## src/hw/drwe_pkg.sv

```systemverilog
// Operation
// - PID words are percent times one hundred; 10000 means 100.00 percent.
// - Target and feedback take 0..100.00 percent; error takes -100..100 percent.
// - A PID word outside its range is ignored; the held setting stays.
// - PID and torque words act only with PID selection 50, 51, 60 or 61.
// - Torque word latches on a frequency write request, in vector torque mode only.
// - Accepted torque updates the volatile and, on non-volatile write, stored parameter.
// - An instruction slot holding HFFFF is skipped on execute.
// - Slot upper byte is link expansion setting, lower byte the instruction code.
// - Slot 10 pairs with data 11, 12 with 13, through 18 with 19.
// - With monitor request on, first monitor shows quantity of selector low byte.
// - Selector upper byte zero shows output frequency, else the selected quantity.
// - Position control with pulse selection not 9999 shows pulse monitor instead.
// - With expansion setting zero, frequency write yields the full reply word.
// - With expansion setting zero, execute yields full instruction reply, zero if normal.
// - Expansion settings other than 0 and 100 split reply: frequency low byte, instruction high byte.
// - A normal reply places the primary instruction result in read data.
// - Matching frequency write done bit rises once the write is carried out.
// - Instruction runs only after execute request; done bit rises when finished.
package drwe_pkg;

   localparam logic [7:0] A_MSEL  = 8'h00;
   localparam logic [7:0] A_PINS  = 8'h04;
   localparam logic [7:0] A_PWD   = 8'h08;
   localparam logic [7:0] A_PTGT  = 8'h0C;
   localparam logic [7:0] A_PFB   = 8'h10;
   localparam logic [7:0] A_PERR  = 8'h14;
   localparam logic [7:0] A_TRQ   = 8'h18;
   localparam logic [7:0] A_FREQ  = 8'h1C;
   localparam logic [7:0] A_HS    = 8'h20;
   localparam logic [7:0] A_CFG   = 8'h24;
   localparam logic [7:0] A_PLS   = 8'h28;
   localparam logic [7:0] A_SLOT  = 8'h40;
   localparam logic [7:0] A_SLEND = 8'h68;
   localparam logic [7:0] A_MON1  = 8'h80;
   localparam logic [7:0] A_MON2  = 8'h84;
   localparam logic [7:0] A_REPLY = 8'h88;
   localparam logic [7:0] A_RDATA = 8'h8C;
   localparam logic [7:0] A_STAT  = 8'h90;
   localparam logic [7:0] A_TVOL  = 8'h94;
   localparam logic [7:0] A_TNV   = 8'h98;
   localparam logic [7:0] A_FVOL  = 8'h9C;
   localparam logic [7:0] A_FNV   = 8'hA0;
   localparam logic [7:0] A_SREP  = 8'hC0;
   localparam logic [7:0] A_SREND = 8'hD4;

   localparam int NSLOT   = 5;
   localparam int NSWORD  = 10;
   localparam int PARAM_N = 32;

   localparam logic [15:0] RST_WORD  = 16'h0000;
   localparam logic [15:0] SLOT_OFF  = 16'hFFFF;
   localparam logic [15:0] FREQ_MAX  = 16'h9C40;
   localparam logic [15:0] PULSE_OFF = 16'h270F;
   localparam logic signed [15:0] PID_MAX = 16'sh2710;
   localparam logic signed [15:0] PID_MIN = 16'shD8F0;

   localparam logic [7:0] PID_SEL_A = 8'h32;
   localparam logic [7:0] PID_SEL_B = 8'h33;
   localparam logic [7:0] PID_SEL_C = 8'h3C;
   localparam logic [7:0] PID_SEL_D = 8'h3D;
   localparam logic [7:0] EXT_ZERO  = 8'h00;
   localparam logic [7:0] EXT_ALT   = 8'h64;
   localparam logic [7:0] EXT_TRQ_A = 8'h0E;
   localparam logic [7:0] EXT_TRQ_B = 8'h12;
   localparam logic [7:0] EXT_TRQ_C = 8'h76;
   localparam logic [3:0] TSRC_A    = 4'h3;
   localparam logic [3:0] TSRC_B    = 4'h5;
   localparam logic [3:0] CTRL_POS  = 4'h3;

   localparam logic [7:0] RC_OK    = 8'h00;
   localparam logic [7:0] RC_MODE  = 8'h01;
   localparam logic [7:0] RC_SEL   = 8'h02;
   localparam logic [7:0] RC_RANGE = 8'h03;

   localparam logic [7:0] MON_FREQ = 8'h01;
   localparam logic [7:0] MON_CUR  = 8'h02;
   localparam logic [7:0] MON_VOLT = 8'h03;
   localparam logic [7:0] MON_PLS  = 8'h04;

   typedef struct packed {
      logic exe;
      logic fwn;
      logic fwv;
      logic mon;
   } drwe_hs_t;

   typedef struct packed {
      logic       vec;
      logic [3:0] ctrl;
      logic [3:0] tsrc;
      logic [7:0] pid;
      logic [7:0] ext;
   } drwe_cfg_t;

   typedef struct packed {
      logic [7:0]  ext;
      logic [7:0]  code;
      logic [15:0] data;
   } drwe_ins_t;

   typedef struct packed {
      logic [15:0] code;
      logic [15:0] data;
   } drwe_rep_t;

   typedef enum logic [2:0] {
      ST_IDLE, ST_PRIM, ST_PWAIT, ST_SLOT, ST_SWAIT, ST_DONE
   } drwe_st_t;

   function automatic logic drwe_pid_ok(input logic [15:0] v,
                                        input logic sgn);
      logic signed [15:0] s;
      s = $signed(v);
      drwe_pid_ok = (s <= PID_MAX) && (sgn ? (s >= PID_MIN) : !s[15]);
   endfunction

   function automatic logic drwe_pid_on(input logic [7:0] s);
      drwe_pid_on = (s == PID_SEL_A) || (s == PID_SEL_B) ||
                    (s == PID_SEL_C) || (s == PID_SEL_D);
   endfunction

   function automatic logic drwe_plain(input logic [7:0] e);
      drwe_plain = (e == EXT_ZERO) || (e == EXT_ALT);
   endfunction

endpackage

```

## src/hw/drwe_instr_exec.sv

```systemverilog
`timescale 1ns/1ps
module drwe_instr_exec
   import drwe_pkg::*;
(
   input  wire logic      core_clk,
   input  wire logic      sys_rst,
   input  wire logic      start,
   input  wire drwe_ins_t req,
   input  wire logic      running,
   output logic           done,
   output drwe_rep_t      rep
);

   logic [15:0] mem_q [PARAM_N];

   // Bit 7 of the code asks for a write; bits 6..4 must be clear.
   wire       wr_op = req.code[7];
   wire       bad   = (req.code[6:4] != 3'h0);
   wire [4:0] idx   = {req.ext[0], req.code[3:0]};
   wire [7:0] rc    = bad ? RC_SEL : (wr_op && running) ? RC_MODE : RC_OK;
   wire       ok    = (rc == RC_OK);

   always_ff @(posedge core_clk or posedge sys_rst)
   begin
      if (sys_rst)
      begin
         done <= 1'b0;
         rep  <= '0;
         for (int i = 0; i < PARAM_N; i++)
            mem_q[i] <= RST_WORD;
      end
      else
      begin
         done <= start;
         if (start)
         begin
            rep.code <= {8'h00, rc};
            rep.data <= (ok && !wr_op) ? mem_q[idx] : RST_WORD;
            if (ok && wr_op)
               mem_q[idx] <= req.data;
         end
      end
   end

endmodule // drwe_instr_exec

```

## src/hw/drwe_core.sv

```systemverilog
`timescale 1ns/1ps
module drwe_core
   import drwe_pkg::*;
(
   input  wire logic        core_clk,
   input  wire logic        sys_rst,
   input  wire logic        psel,
   input  wire logic        penable,
   input  wire logic        pwrite,
   input  wire logic [7:0]  paddr,
   input  wire logic [31:0] pwdata,
   output logic      [31:0] prdata,
   output logic             pready,
   output logic             pslverr,
   input  wire logic        drive_running,
   input  wire logic [15:0] drive_out_freq,
   input  wire logic [15:0] drive_out_current,
   input  wire logic [15:0] drive_out_voltage,
   input  wire logic [15:0] drive_pulse_mon,
   output logic      [15:0] freq_volatile_out,
   output logic      [15:0] freq_nonvolatile_out,
   output logic      [15:0] torque_value_volatile_param,
   output logic      [15:0] torque_value_nonvolatile_param,
   output logic      [15:0] pid_target_out,
   output logic      [15:0] pid_feedback_out,
   output logic      [15:0] pid_error_out,
   output logic             freq_write_volatile_done,
   output logic             freq_write_nonvolatile_done,
   output logic             instruction_done
);

   logic [31:0] prdata_q;
   logic        pready_q;
   logic        pslverr_q;
   logic [15:0] msel_q;
   logic [15:0] pins_q;
   logic [15:0] pwd_q;
   logic [15:0] trqw_q;
   logic [15:0] freq_q;
   logic [15:0] pls_q;
   drwe_hs_t    hs_q;
   drwe_hs_t    hs_prev_q;
   drwe_cfg_t   cfg_q;
   logic [15:0] slot_q [NSWORD];
   logic [15:0] ptgt_q;
   logic [15:0] pfb_q;
   logic [15:0] perr_q;
   logic [15:0] mon1_q;
   logic [15:0] mon2_q;
   logic [15:0] reply_q;
   logic [15:0] rdata_q;
   logic [15:0] tvol_q;
   logic [15:0] tnv_q;
   logic [15:0] fvol_q;
   logic [15:0] fnv_q;
   logic        fwv_done_q;
   logic        fwn_done_q;
   logic        ins_done_q;
   logic [15:0] srep_q [NSLOT];
   drwe_st_t    state_q;
   logic [2:0]  idx_q;
   logic        x_done;
   drwe_rep_t   x_rep;

   assign prdata                         = prdata_q;
   assign pready                         = pready_q;
   assign pslverr                        = pslverr_q;
   assign freq_volatile_out              = fvol_q;
   assign freq_nonvolatile_out           = fnv_q;
   assign torque_value_volatile_param    = tvol_q;
   assign torque_value_nonvolatile_param = tnv_q;
   assign pid_target_out                 = ptgt_q;
   assign pid_feedback_out               = pfb_q;
   assign pid_error_out                  = perr_q;
   assign freq_write_volatile_done       = fwv_done_q;
   assign freq_write_nonvolatile_done    = fwn_done_q;
   assign instruction_done               = ins_done_q;

   // Bus decode. Every access has one wait-free access phase after setup.
   wire       setup    = psel && !penable;
   wire       wr       = psel && penable && pwrite && pready_q;
   wire [7:0] slot_off = paddr - A_SLOT;
   wire [3:0] slot_i   = slot_off[5:2];
   wire [7:0] srep_off = paddr - A_SREP;
   wire [2:0] srep_i   = srep_off[4:2];
   wire       aligned  = (paddr[1:0] == 2'b00);
   wire       slot_hit = aligned && paddr >= A_SLOT && paddr < A_SLEND;
   wire       srep_hit = aligned && paddr >= A_SREP && paddr < A_SREND;
   wire [15:0] wd      = pwdata[15:0];

   wire pid_on  = drwe_pid_on(cfg_q.pid);
   wire plain   = drwe_plain(cfg_q.ext);
   wire pid_wr  = wr && pid_on;

   // Handshake edges; a request counts once per rise of its bit.
   wire fwv_rise = hs_q.fwv && !hs_prev_q.fwv;
   wire fwn_rise = hs_q.fwn && !hs_prev_q.fwn;
   wire fw_go    = fwv_rise || fwn_rise;
   wire exe_rise = hs_q.exe && !hs_prev_q.exe;

   wire trq_ext  = (cfg_q.ext == EXT_TRQ_A) || (cfg_q.ext == EXT_TRQ_B) ||
                   (cfg_q.ext == EXT_TRQ_C);
   wire trq_src  = (cfg_q.tsrc == TSRC_A) || (cfg_q.tsrc == TSRC_B);
   wire trq_mode = cfg_q.vec && trq_ext && trq_src && pid_on;
   // Source B takes only non-negative torque; source A takes full range.
   wire trq_ok   = (cfg_q.tsrc == TSRC_B) ? !trqw_q[15] : 1'b1;
   wire freq_ok  = (freq_q <= FREQ_MAX);
   wire [7:0] fw_rc = (trq_mode ? trq_ok : freq_ok) ? RC_OK : RC_RANGE;

   wire pos_pulse = (cfg_q.ctrl == CTRL_POS) && (pls_q != PULSE_OFF);

   // Instruction sequencing toward the executor.
   wire [3:0]  sw_i     = {idx_q, 1'b0};
   wire [15:0] slot_cmd = slot_q[sw_i];
   wire        slot_end = (idx_q == 3'(NSLOT));
   wire        slot_off_w = (slot_cmd == SLOT_OFF);
   wire        x_start  = (state_q == ST_PRIM) ||
                          (state_q == ST_SLOT && !slot_end && !slot_off_w);
   wire        prim_cap = (state_q == ST_PWAIT) && x_done;
   wire        slot_cap = (state_q == ST_SWAIT) && x_done;
   wire [7:0]  prim_ext = plain ? EXT_ZERO : pins_q[15:8];
   wire drwe_ins_t prim_req = '{ext: prim_ext, code: pins_q[7:0],
                                data: pwd_q};
   wire drwe_ins_t slot_req = '{ext: slot_cmd[15:8],
                                code: slot_cmd[7:0],
                                data: slot_q[sw_i + 4'h1]};
   wire drwe_ins_t x_req = (state_q == ST_PRIM) ? prim_req : slot_req;
   wire        x_ok     = (x_rep.code[7:0] == RC_OK);

   function automatic logic [15:0] mon_pick(input logic [7:0] code);
      case (code)
         MON_FREQ: mon_pick = drive_out_freq;
         MON_CUR:  mon_pick = drive_out_current;
         MON_VOLT: mon_pick = drive_out_voltage;
         MON_PLS:  mon_pick = drive_pulse_mon;
         default:  mon_pick = RST_WORD;
      endcase
   endfunction

   drwe_instr_exec u_exec
   (
      .core_clk (core_clk),
      .sys_rst  (sys_rst),
      .start    (x_start),
      .req      (x_req),
      .running  (drive_running),
      .done     (x_done),
      .rep      (x_rep)
   );

   // Software-written words.
   always_ff @(posedge core_clk or posedge sys_rst)
   begin
      if (sys_rst)
      begin
         msel_q <= RST_WORD;
         pins_q <= RST_WORD;
         pwd_q  <= RST_WORD;
         trqw_q <= RST_WORD;
         freq_q <= RST_WORD;
         pls_q  <= RST_WORD;
         hs_q   <= '0;
         cfg_q  <= '0;
      end
      else if (wr)
      begin
         case (paddr)
            A_MSEL:  msel_q <= wd;
            A_PINS:  pins_q <= wd;
            A_PWD:   pwd_q  <= wd;
            A_TRQ:   trqw_q <= wd;
            A_FREQ:  freq_q <= wd;
            A_PLS:   pls_q  <= wd;
            A_HS:    hs_q   <= drwe_hs_t'(pwdata[3:0]);
            A_CFG:   cfg_q  <= drwe_cfg_t'(pwdata[24:0]);
            default: ;
         endcase
      end
   end

   genvar g;
   generate
      for (g = 0; g < NSWORD; g++)
      begin : g_slot
         always_ff @(posedge core_clk or posedge sys_rst)
         begin
            if (sys_rst)
               slot_q[g] <= RST_WORD;
            else if (wr && slot_hit && slot_i == 4'(g))
               slot_q[g] <= wd;
         end
      end
   endgenerate

   // PID words: values are percent times one hundred; out-of-range or
   // disabled writes leave the held value alone.
   always_ff @(posedge core_clk or posedge sys_rst)
   begin
      if (sys_rst)
      begin
         ptgt_q <= RST_WORD;
         pfb_q  <= RST_WORD;
         perr_q <= RST_WORD;
      end
      else if (pid_wr)
      begin
         if (paddr == A_PTGT && drwe_pid_ok(wd, 1'b0))
            ptgt_q <= wd;
         if (paddr == A_PFB && drwe_pid_ok(wd, 1'b0))
            pfb_q <= wd;
         if (paddr == A_PERR && drwe_pid_ok(wd, 1'b1))
            perr_q <= wd;
      end
   end

   // Frequency or torque write on a request rise.
   always_ff @(posedge core_clk or posedge sys_rst)
   begin
      if (sys_rst)
      begin
         hs_prev_q  <= '0;
         tvol_q     <= RST_WORD;
         tnv_q      <= RST_WORD;
         fvol_q     <= RST_WORD;
         fnv_q      <= RST_WORD;
         fwv_done_q <= 1'b0;
         fwn_done_q <= 1'b0;
      end
      else
      begin
         hs_prev_q <= hs_q;
         if (fw_go && fw_rc == RC_OK)
         begin
            if (trq_mode)
            begin
               tvol_q <= trqw_q;
               if (fwn_rise)
                  tnv_q <= trqw_q;
            end
            else
            begin
               fvol_q <= freq_q;
               if (fwn_rise)
                  fnv_q <= freq_q;
            end
         end
         fwv_done_q <= hs_q.fwv && (fwv_done_q || fwv_rise);
         fwn_done_q <= hs_q.fwn && (fwn_done_q || fwn_rise);
      end
   end

   // Reply word, read data and per-slot replies; all land no later than
   // the matching done bit.
   always_ff @(posedge core_clk or posedge sys_rst)
   begin
      if (sys_rst)
      begin
         reply_q <= RST_WORD;
         rdata_q <= RST_WORD;
         for (int i = 0; i < NSLOT; i++)
            srep_q[i] <= RST_WORD;
      end
      else
      begin
         if (fw_go)
            reply_q <= plain ? {8'h00, fw_rc}
                             : {reply_q[15:8], fw_rc};
         if (prim_cap)
         begin
            reply_q <= plain ? x_rep.code
                             : {x_rep.code[7:0],
                                (fw_go ? fw_rc : reply_q[7:0])};
            if (x_ok)
               rdata_q <= x_rep.data;
         end
         if (slot_cap)
            srep_q[idx_q] <= x_rep.code;
      end
   end

   // Instruction sequence: primary word, then each enabled slot.
   always_ff @(posedge core_clk or posedge sys_rst)
   begin
      if (sys_rst)
      begin
         state_q    <= ST_IDLE;
         idx_q      <= 3'h0;
         ins_done_q <= 1'b0;
      end
      else
      begin
         ins_done_q <= hs_q.exe &&
                       (ins_done_q || state_q == ST_DONE);
         case (state_q)
            ST_IDLE:
               if (exe_rise)
                  state_q <= ST_PRIM;
            ST_PRIM:
               state_q <= ST_PWAIT;
            ST_PWAIT:
               if (x_done)
               begin
                  idx_q   <= 3'h0;
                  state_q <= ST_SLOT;
               end
            ST_SLOT:
               if (slot_end)
                  state_q <= ST_DONE;
               else if (slot_off_w)
                  idx_q <= idx_q + 3'h1;
               else
                  state_q <= ST_SWAIT;
            ST_SWAIT:
               if (x_done)
               begin
                  idx_q   <= idx_q + 3'h1;
                  state_q <= ST_SLOT;
               end
            ST_DONE:
               state_q <= ST_IDLE;
            default:
               state_q <= ST_IDLE;
         endcase
      end
   end

   // Monitor words.
   always_ff @(posedge core_clk or posedge sys_rst)
   begin
      if (sys_rst)
      begin
         mon1_q <= RST_WORD;
         mon2_q <= RST_WORD;
      end
      else
      begin
         if (hs_q.mon)
            mon1_q <= mon_pick(msel_q[7:0]);
         if (msel_q[15:8] == 8'h00)
            mon2_q <= pos_pulse ? drive_pulse_mon
                                : drive_out_freq;
         else if (hs_q.mon)
            mon2_q <= mon_pick(msel_q[15:8]);
      end
   end

   // Read selection; write-only words read as zero.
   logic [15:0] rd_val;
   logic        rd_hit;

   always_comb
   begin
      rd_hit = 1'b1;
      rd_val = RST_WORD;
      case (paddr)
         A_MSEL, A_PINS, A_PWD, A_PTGT, A_PFB, A_PERR, A_TRQ, A_FREQ: ;
         A_HS:    rd_val = {12'h000, hs_q};
         A_PLS:   rd_val = pls_q;
         A_MON1:  rd_val = mon1_q;
         A_MON2:  rd_val = mon2_q;
         A_REPLY: rd_val = reply_q;
         A_RDATA: rd_val = rdata_q;
         A_STAT:  rd_val = {11'h000, drive_running, (state_q != ST_IDLE),
                            ins_done_q, fwn_done_q, fwv_done_q};
         A_TVOL:  rd_val = tvol_q;
         A_TNV:   rd_val = tnv_q;
         A_FVOL:  rd_val = fvol_q;
         A_FNV:   rd_val = fnv_q;
         default:
            if (srep_hit)
               rd_val = srep_q[srep_i];
            else if (!slot_hit && paddr != A_CFG)
               rd_hit = 1'b0;
      endcase
   end

   wire [31:0] rd_word = (paddr == A_CFG) ? {7'h00, cfg_q}
                                          : {16'h0000, rd_val};

   // Answer is prepared in setup and presented in the access phase.
   always_ff @(posedge core_clk or posedge sys_rst)
   begin
      if (sys_rst)
      begin
         prdata_q  <= 32'h0000_0000;
         pready_q  <= 1'b0;
         pslverr_q <= 1'b0;
      end
      else
      begin
         pready_q  <= setup;
         pslverr_q <= setup && !rd_hit;
         prdata_q  <= (setup && !pwrite) ? rd_word : 32'h0000_0000;
      end
   end

endmodule // drwe_core

```

## config.mk

```make
export PLATFORM = sky130hd
export DESIGN_NAME = drwe_core
export DESIGN_NICKNAME = d
export VERILOG_FILES = /design/src/hw/drwe_pkg.sv /design/src/hw/drwe_instr_exec.sv /design/src/hw/drwe_core.sv
export SDC_FILE = /design/constraint.sdc
export NUM_CORES = 2
export LEC_CHECK = 0
export ABC_AREA = 1
export BUFFER_PORTS_ARGS = -buffer_cell sky130_fd_sc_hd__buf_2
export CAP_MARGIN = 20
export CORE_MARGIN = 1.5
export CORE_UTILIZATION = 45
export CTS_BUF_LIST = sky130_fd_sc_hd__clkbuf_2
export DETAILED_ROUTE_END_ITERATION = 12
export GPL_TIMING_DRIVEN = 0
export PLACE_DENSITY = 0.63
export SYNTH_ARGS = -nofsm -noshare
export SYNTH_HDL_FRONTEND = slang
export SYNTH_SLANG_ARGS = --single-unit
```

## constraint.sdc

```tcl
create_clock -name core_clk -period 39.1 [get_ports core_clk]
set_input_delay 7.82 -clock core_clk [delete_from_list [all_inputs] [get_ports core_clk]]
set_output_delay 7.82 -clock core_clk [all_outputs]
set_load 0.01 [all_outputs]
```

==> summary.md <==
| Metric | Value |
|---|---|
| Rows | 124 |
| Setup violations, final | 0 |
| Syn-to-layout area delta | 12.8% |
| CTS Buf Count | 299 |
| Outcome | completed |
| Worst clock skew | 157 ps |
| RSZ-0062 raised after global routing | no |
| Register area share after synthesis | 49.4% |
| Worst skew pair latency | 1720 ps |
| Ports | 259 |
| Die X | 342 um |
| Min cycle time layout | 10,150 ps |
| Max-slew headroom | 12.8% |
| Worst Max-Slew Pin Slew | 1310 ps |
| Max-slew violation count | 0 |
| CP Class | register to output port |
| Setup ws final | 28,950 ps |
| Hold Fails Final Rpt | 0 |
| Total Routed Length | 249 mm |
| Netlist Area Pre-Place | 51,700 sq um |
| Core Region | 114,000 sq um |
| Area fraction in compound gates after synthesis | 7.41% |
| Iter 0 DRT Violations | 5,853 |
| # clock sinks | 1,022 |
| Min Hold Slack | 410 ps |
| HP Class | register to register |
| Largest net degree at the start of global routing | 130 |
| Final Wtd Congestion | 1.03 |
| Startpoint types | register |
| Maximum VDD drop | 0.0632 mV |
| Synth warnings | 0 |
| XOR/XNOR Fraction of Synth Area | 0.0169% |
| Clock H-tree levels | 5 |
| DRC Markers | 0 |
| Crit-path cells | buf_2 |
| Crit path max fanout | 3 |
| Chip height | 342 um |
| Resized cells post-CTS | 0 |
| Synth Flop Type | dfrtp_1 |
| CP bufs+invs | 1 |
| Largest family of logic cells by synthesized area | simple AND/OR/NAND/NOR gates |
| Mean Syn Cell Area | 7.44 sq um |
| Pre-CTS setup slack | 28,290 ps |
| Initial Utilization | 45.3% |
| Post-synthesis mux area share | 0.174% |
| Via density | 5.58 |
| Initial antenna violation count | 18 |
| Crit path DAT | 2330 ps |
| Post-Syn Instances | 6,952 |
| Crit path max-delay family | flip-flops |
| First-pass GRT wire length | 350 mm |
| Worst-path clk slew | 90 ps |
| Synth cell types | 53 |
| Critical Path Sink Type | output port |
| Post-DRT Antenna Nets | 0 |
| DIE AREA | 117,000 sq um |
| Vias post-DR | 51,700 |
| Max incr delay on CP | 470 ps |
| Critical Path RT | 31,280 ps |
| Simple-gate share of the synthesized area | 33.8% |
| IO Port Bufs | 244 |
| Total Nets Final | 7,682 |
| Setup TNS | 0 ps |
| Share of layout cells above drive strength 1 | 13.4% |
| CTS tree | yes |
| WL/cell | 26.8 um |
| Clk buf depth | 4 |
| Final Cycle Share | 26.0% |
| Pwr dens | 57.1 nW/um^2 |
| HPWL after DPL | 185 mm |
| Total track usage | 42.1% |
| Post-CTS Hold Buffers | 0 |
| Global route overflow | 0 |
| Fraction of the mapped netlist area in adder cells | 0.0484% |
| Slowest-stage cell, CP | dfrtp_1 |
| # Post-CTS Setup Buffers | 0 |
| #FFs+latches synth | 1,022 |
| Max Clk Rate | 0.0985 GHz |
| Max Cap Viol | 0 |
| Pleak | 31.1 nW |
| DRT Pass-1 Iters | 8 |
| Number of global-route vias before repair | 48,900 |
| Ys async rst share | 100% |
| EDFF count, synth | 0 |
| Clk root buf | clkbuf_2 |
==> path summary, 6_finish.rpt <==
check	endpoint	from	cells after the start	slack [ps]
worst min register to register	hs_prev_q[3]	hs_q[3]	0	410
max in group asynchronous	slot_q[39]	sys_rst	5	30850
worst max register to register	u_exec.rep[5]	idx_q[0]	19	34340
worst min-delay path	hs_prev_q[3]	hs_q[3]	0	410
min in group asynchronous	u_exec.mem_q[283]	sys_rst	2	6240
worst max-delay path	torque_value_nonvolatile_param[15]	torque_value_nonvolatile_param[15]	1	28950
==> metal layers <==
layer  wire [um]  GRT usage [%]
met1       97800           53.5
met2      111000           64.4
met3       21700           9.27
met4       17900           27.9
met5          90          0.123
==> area by class of cell <==
cell class	instances	area (sq um)
diodes	14	35.0
plain buffers	447	2290
clock buffers	429	2150
clock inverters	45	171
fillers	11800	55800
inverters	651	2460
multi-input cells	4838	21500
flip-flops and latches	1022	25600
well taps	1512	1890
repair buffers	311	2300
==> cells in the mapped netlist, drive strengths merged, types with 17 or more instances <==
library cell	instances	area share, %
nand2	2986	22
dfrtp	1022	49
nand3	695	6.7
inv	649	4.7
o21ai	471	4.6
nor2	261	2.5
clkbuf	252	1.8
buf	195	2.6
nand3b	122	1.8
a21oi	71	0.69
o22ai	41	0.50
nand4	29	0.35
o211ai	21	0.30
nor3	18	0.20
a2111oi	17	0.29
a221oi	17	0.29
==> registers in the layout, summed over array words and instances (netlist names), 18 cells and up <==
register / cells
u_exec.mem_q: 512
slot_q: 160
cfg_q: 25
prdata: 25
u_exec.rep: 18
==> stage by stage <==
stage                     instances  utilization, %  power (W)  area, sq um
after floorplan                6958               -    0.00176        51800
after global placement         8714            48.1    0.00244        54900
after detailed placement       8777            49.0    0.00251        56000
after CTS                      9251            51.0    0.00327        58300
after global routing           9262            51.1    0.00342        58300
final                          9269            51.1    0.00333        58300
==> cells in the final DEF, fill, tap and decap left out, types with 13 or more instances in the layout <==
cell type and instances:
nor3_1 17, dfrtp_1 1022, nor2_4 39, nand3_1 694
a21oi_1 71, clkbuf_1 249, buf_8 34, nand4_1 29
nand3b_1 122, diode_2 14, o21ai_0 468, buf_4 34
clkinv_1 42, nor2_1 216, a221oi_1 17, inv_2 18
nor4_1 13, o211ai_1 21, nand2_1 2948, o22ai_1 41
buf_16 15, buf_6 60, clkbuf_2 432, buf_1 26
inv_1 630, nand2_2 30, a2111oi_0 17, buf_2 337
==> where the power goes <==
group	internal [W]	leakage, nW	switching [W]	total, W
clock network	0.000287	1.87	0.000484	0.000771
logic	0.000318	15.2	0.00115	0.00147
registers	0.00108	14.0	0.0000152	0.00109
==> cell families after synthesis <==
| family | count (synthesis) |
|---|---|
| XOR/XNOR | 1 |
| adder cells (fa/ha/maj) | 2 |
| other | 1 |
| flip-flops | 1022 |
| AO/OA/AOI/OAI | 688 |
| AND/OR/NAND/NOR | 4132 |
| buffers and inverters | 1098 |
| multiplexers | 8 |
(Power assumes the default switching activity.)
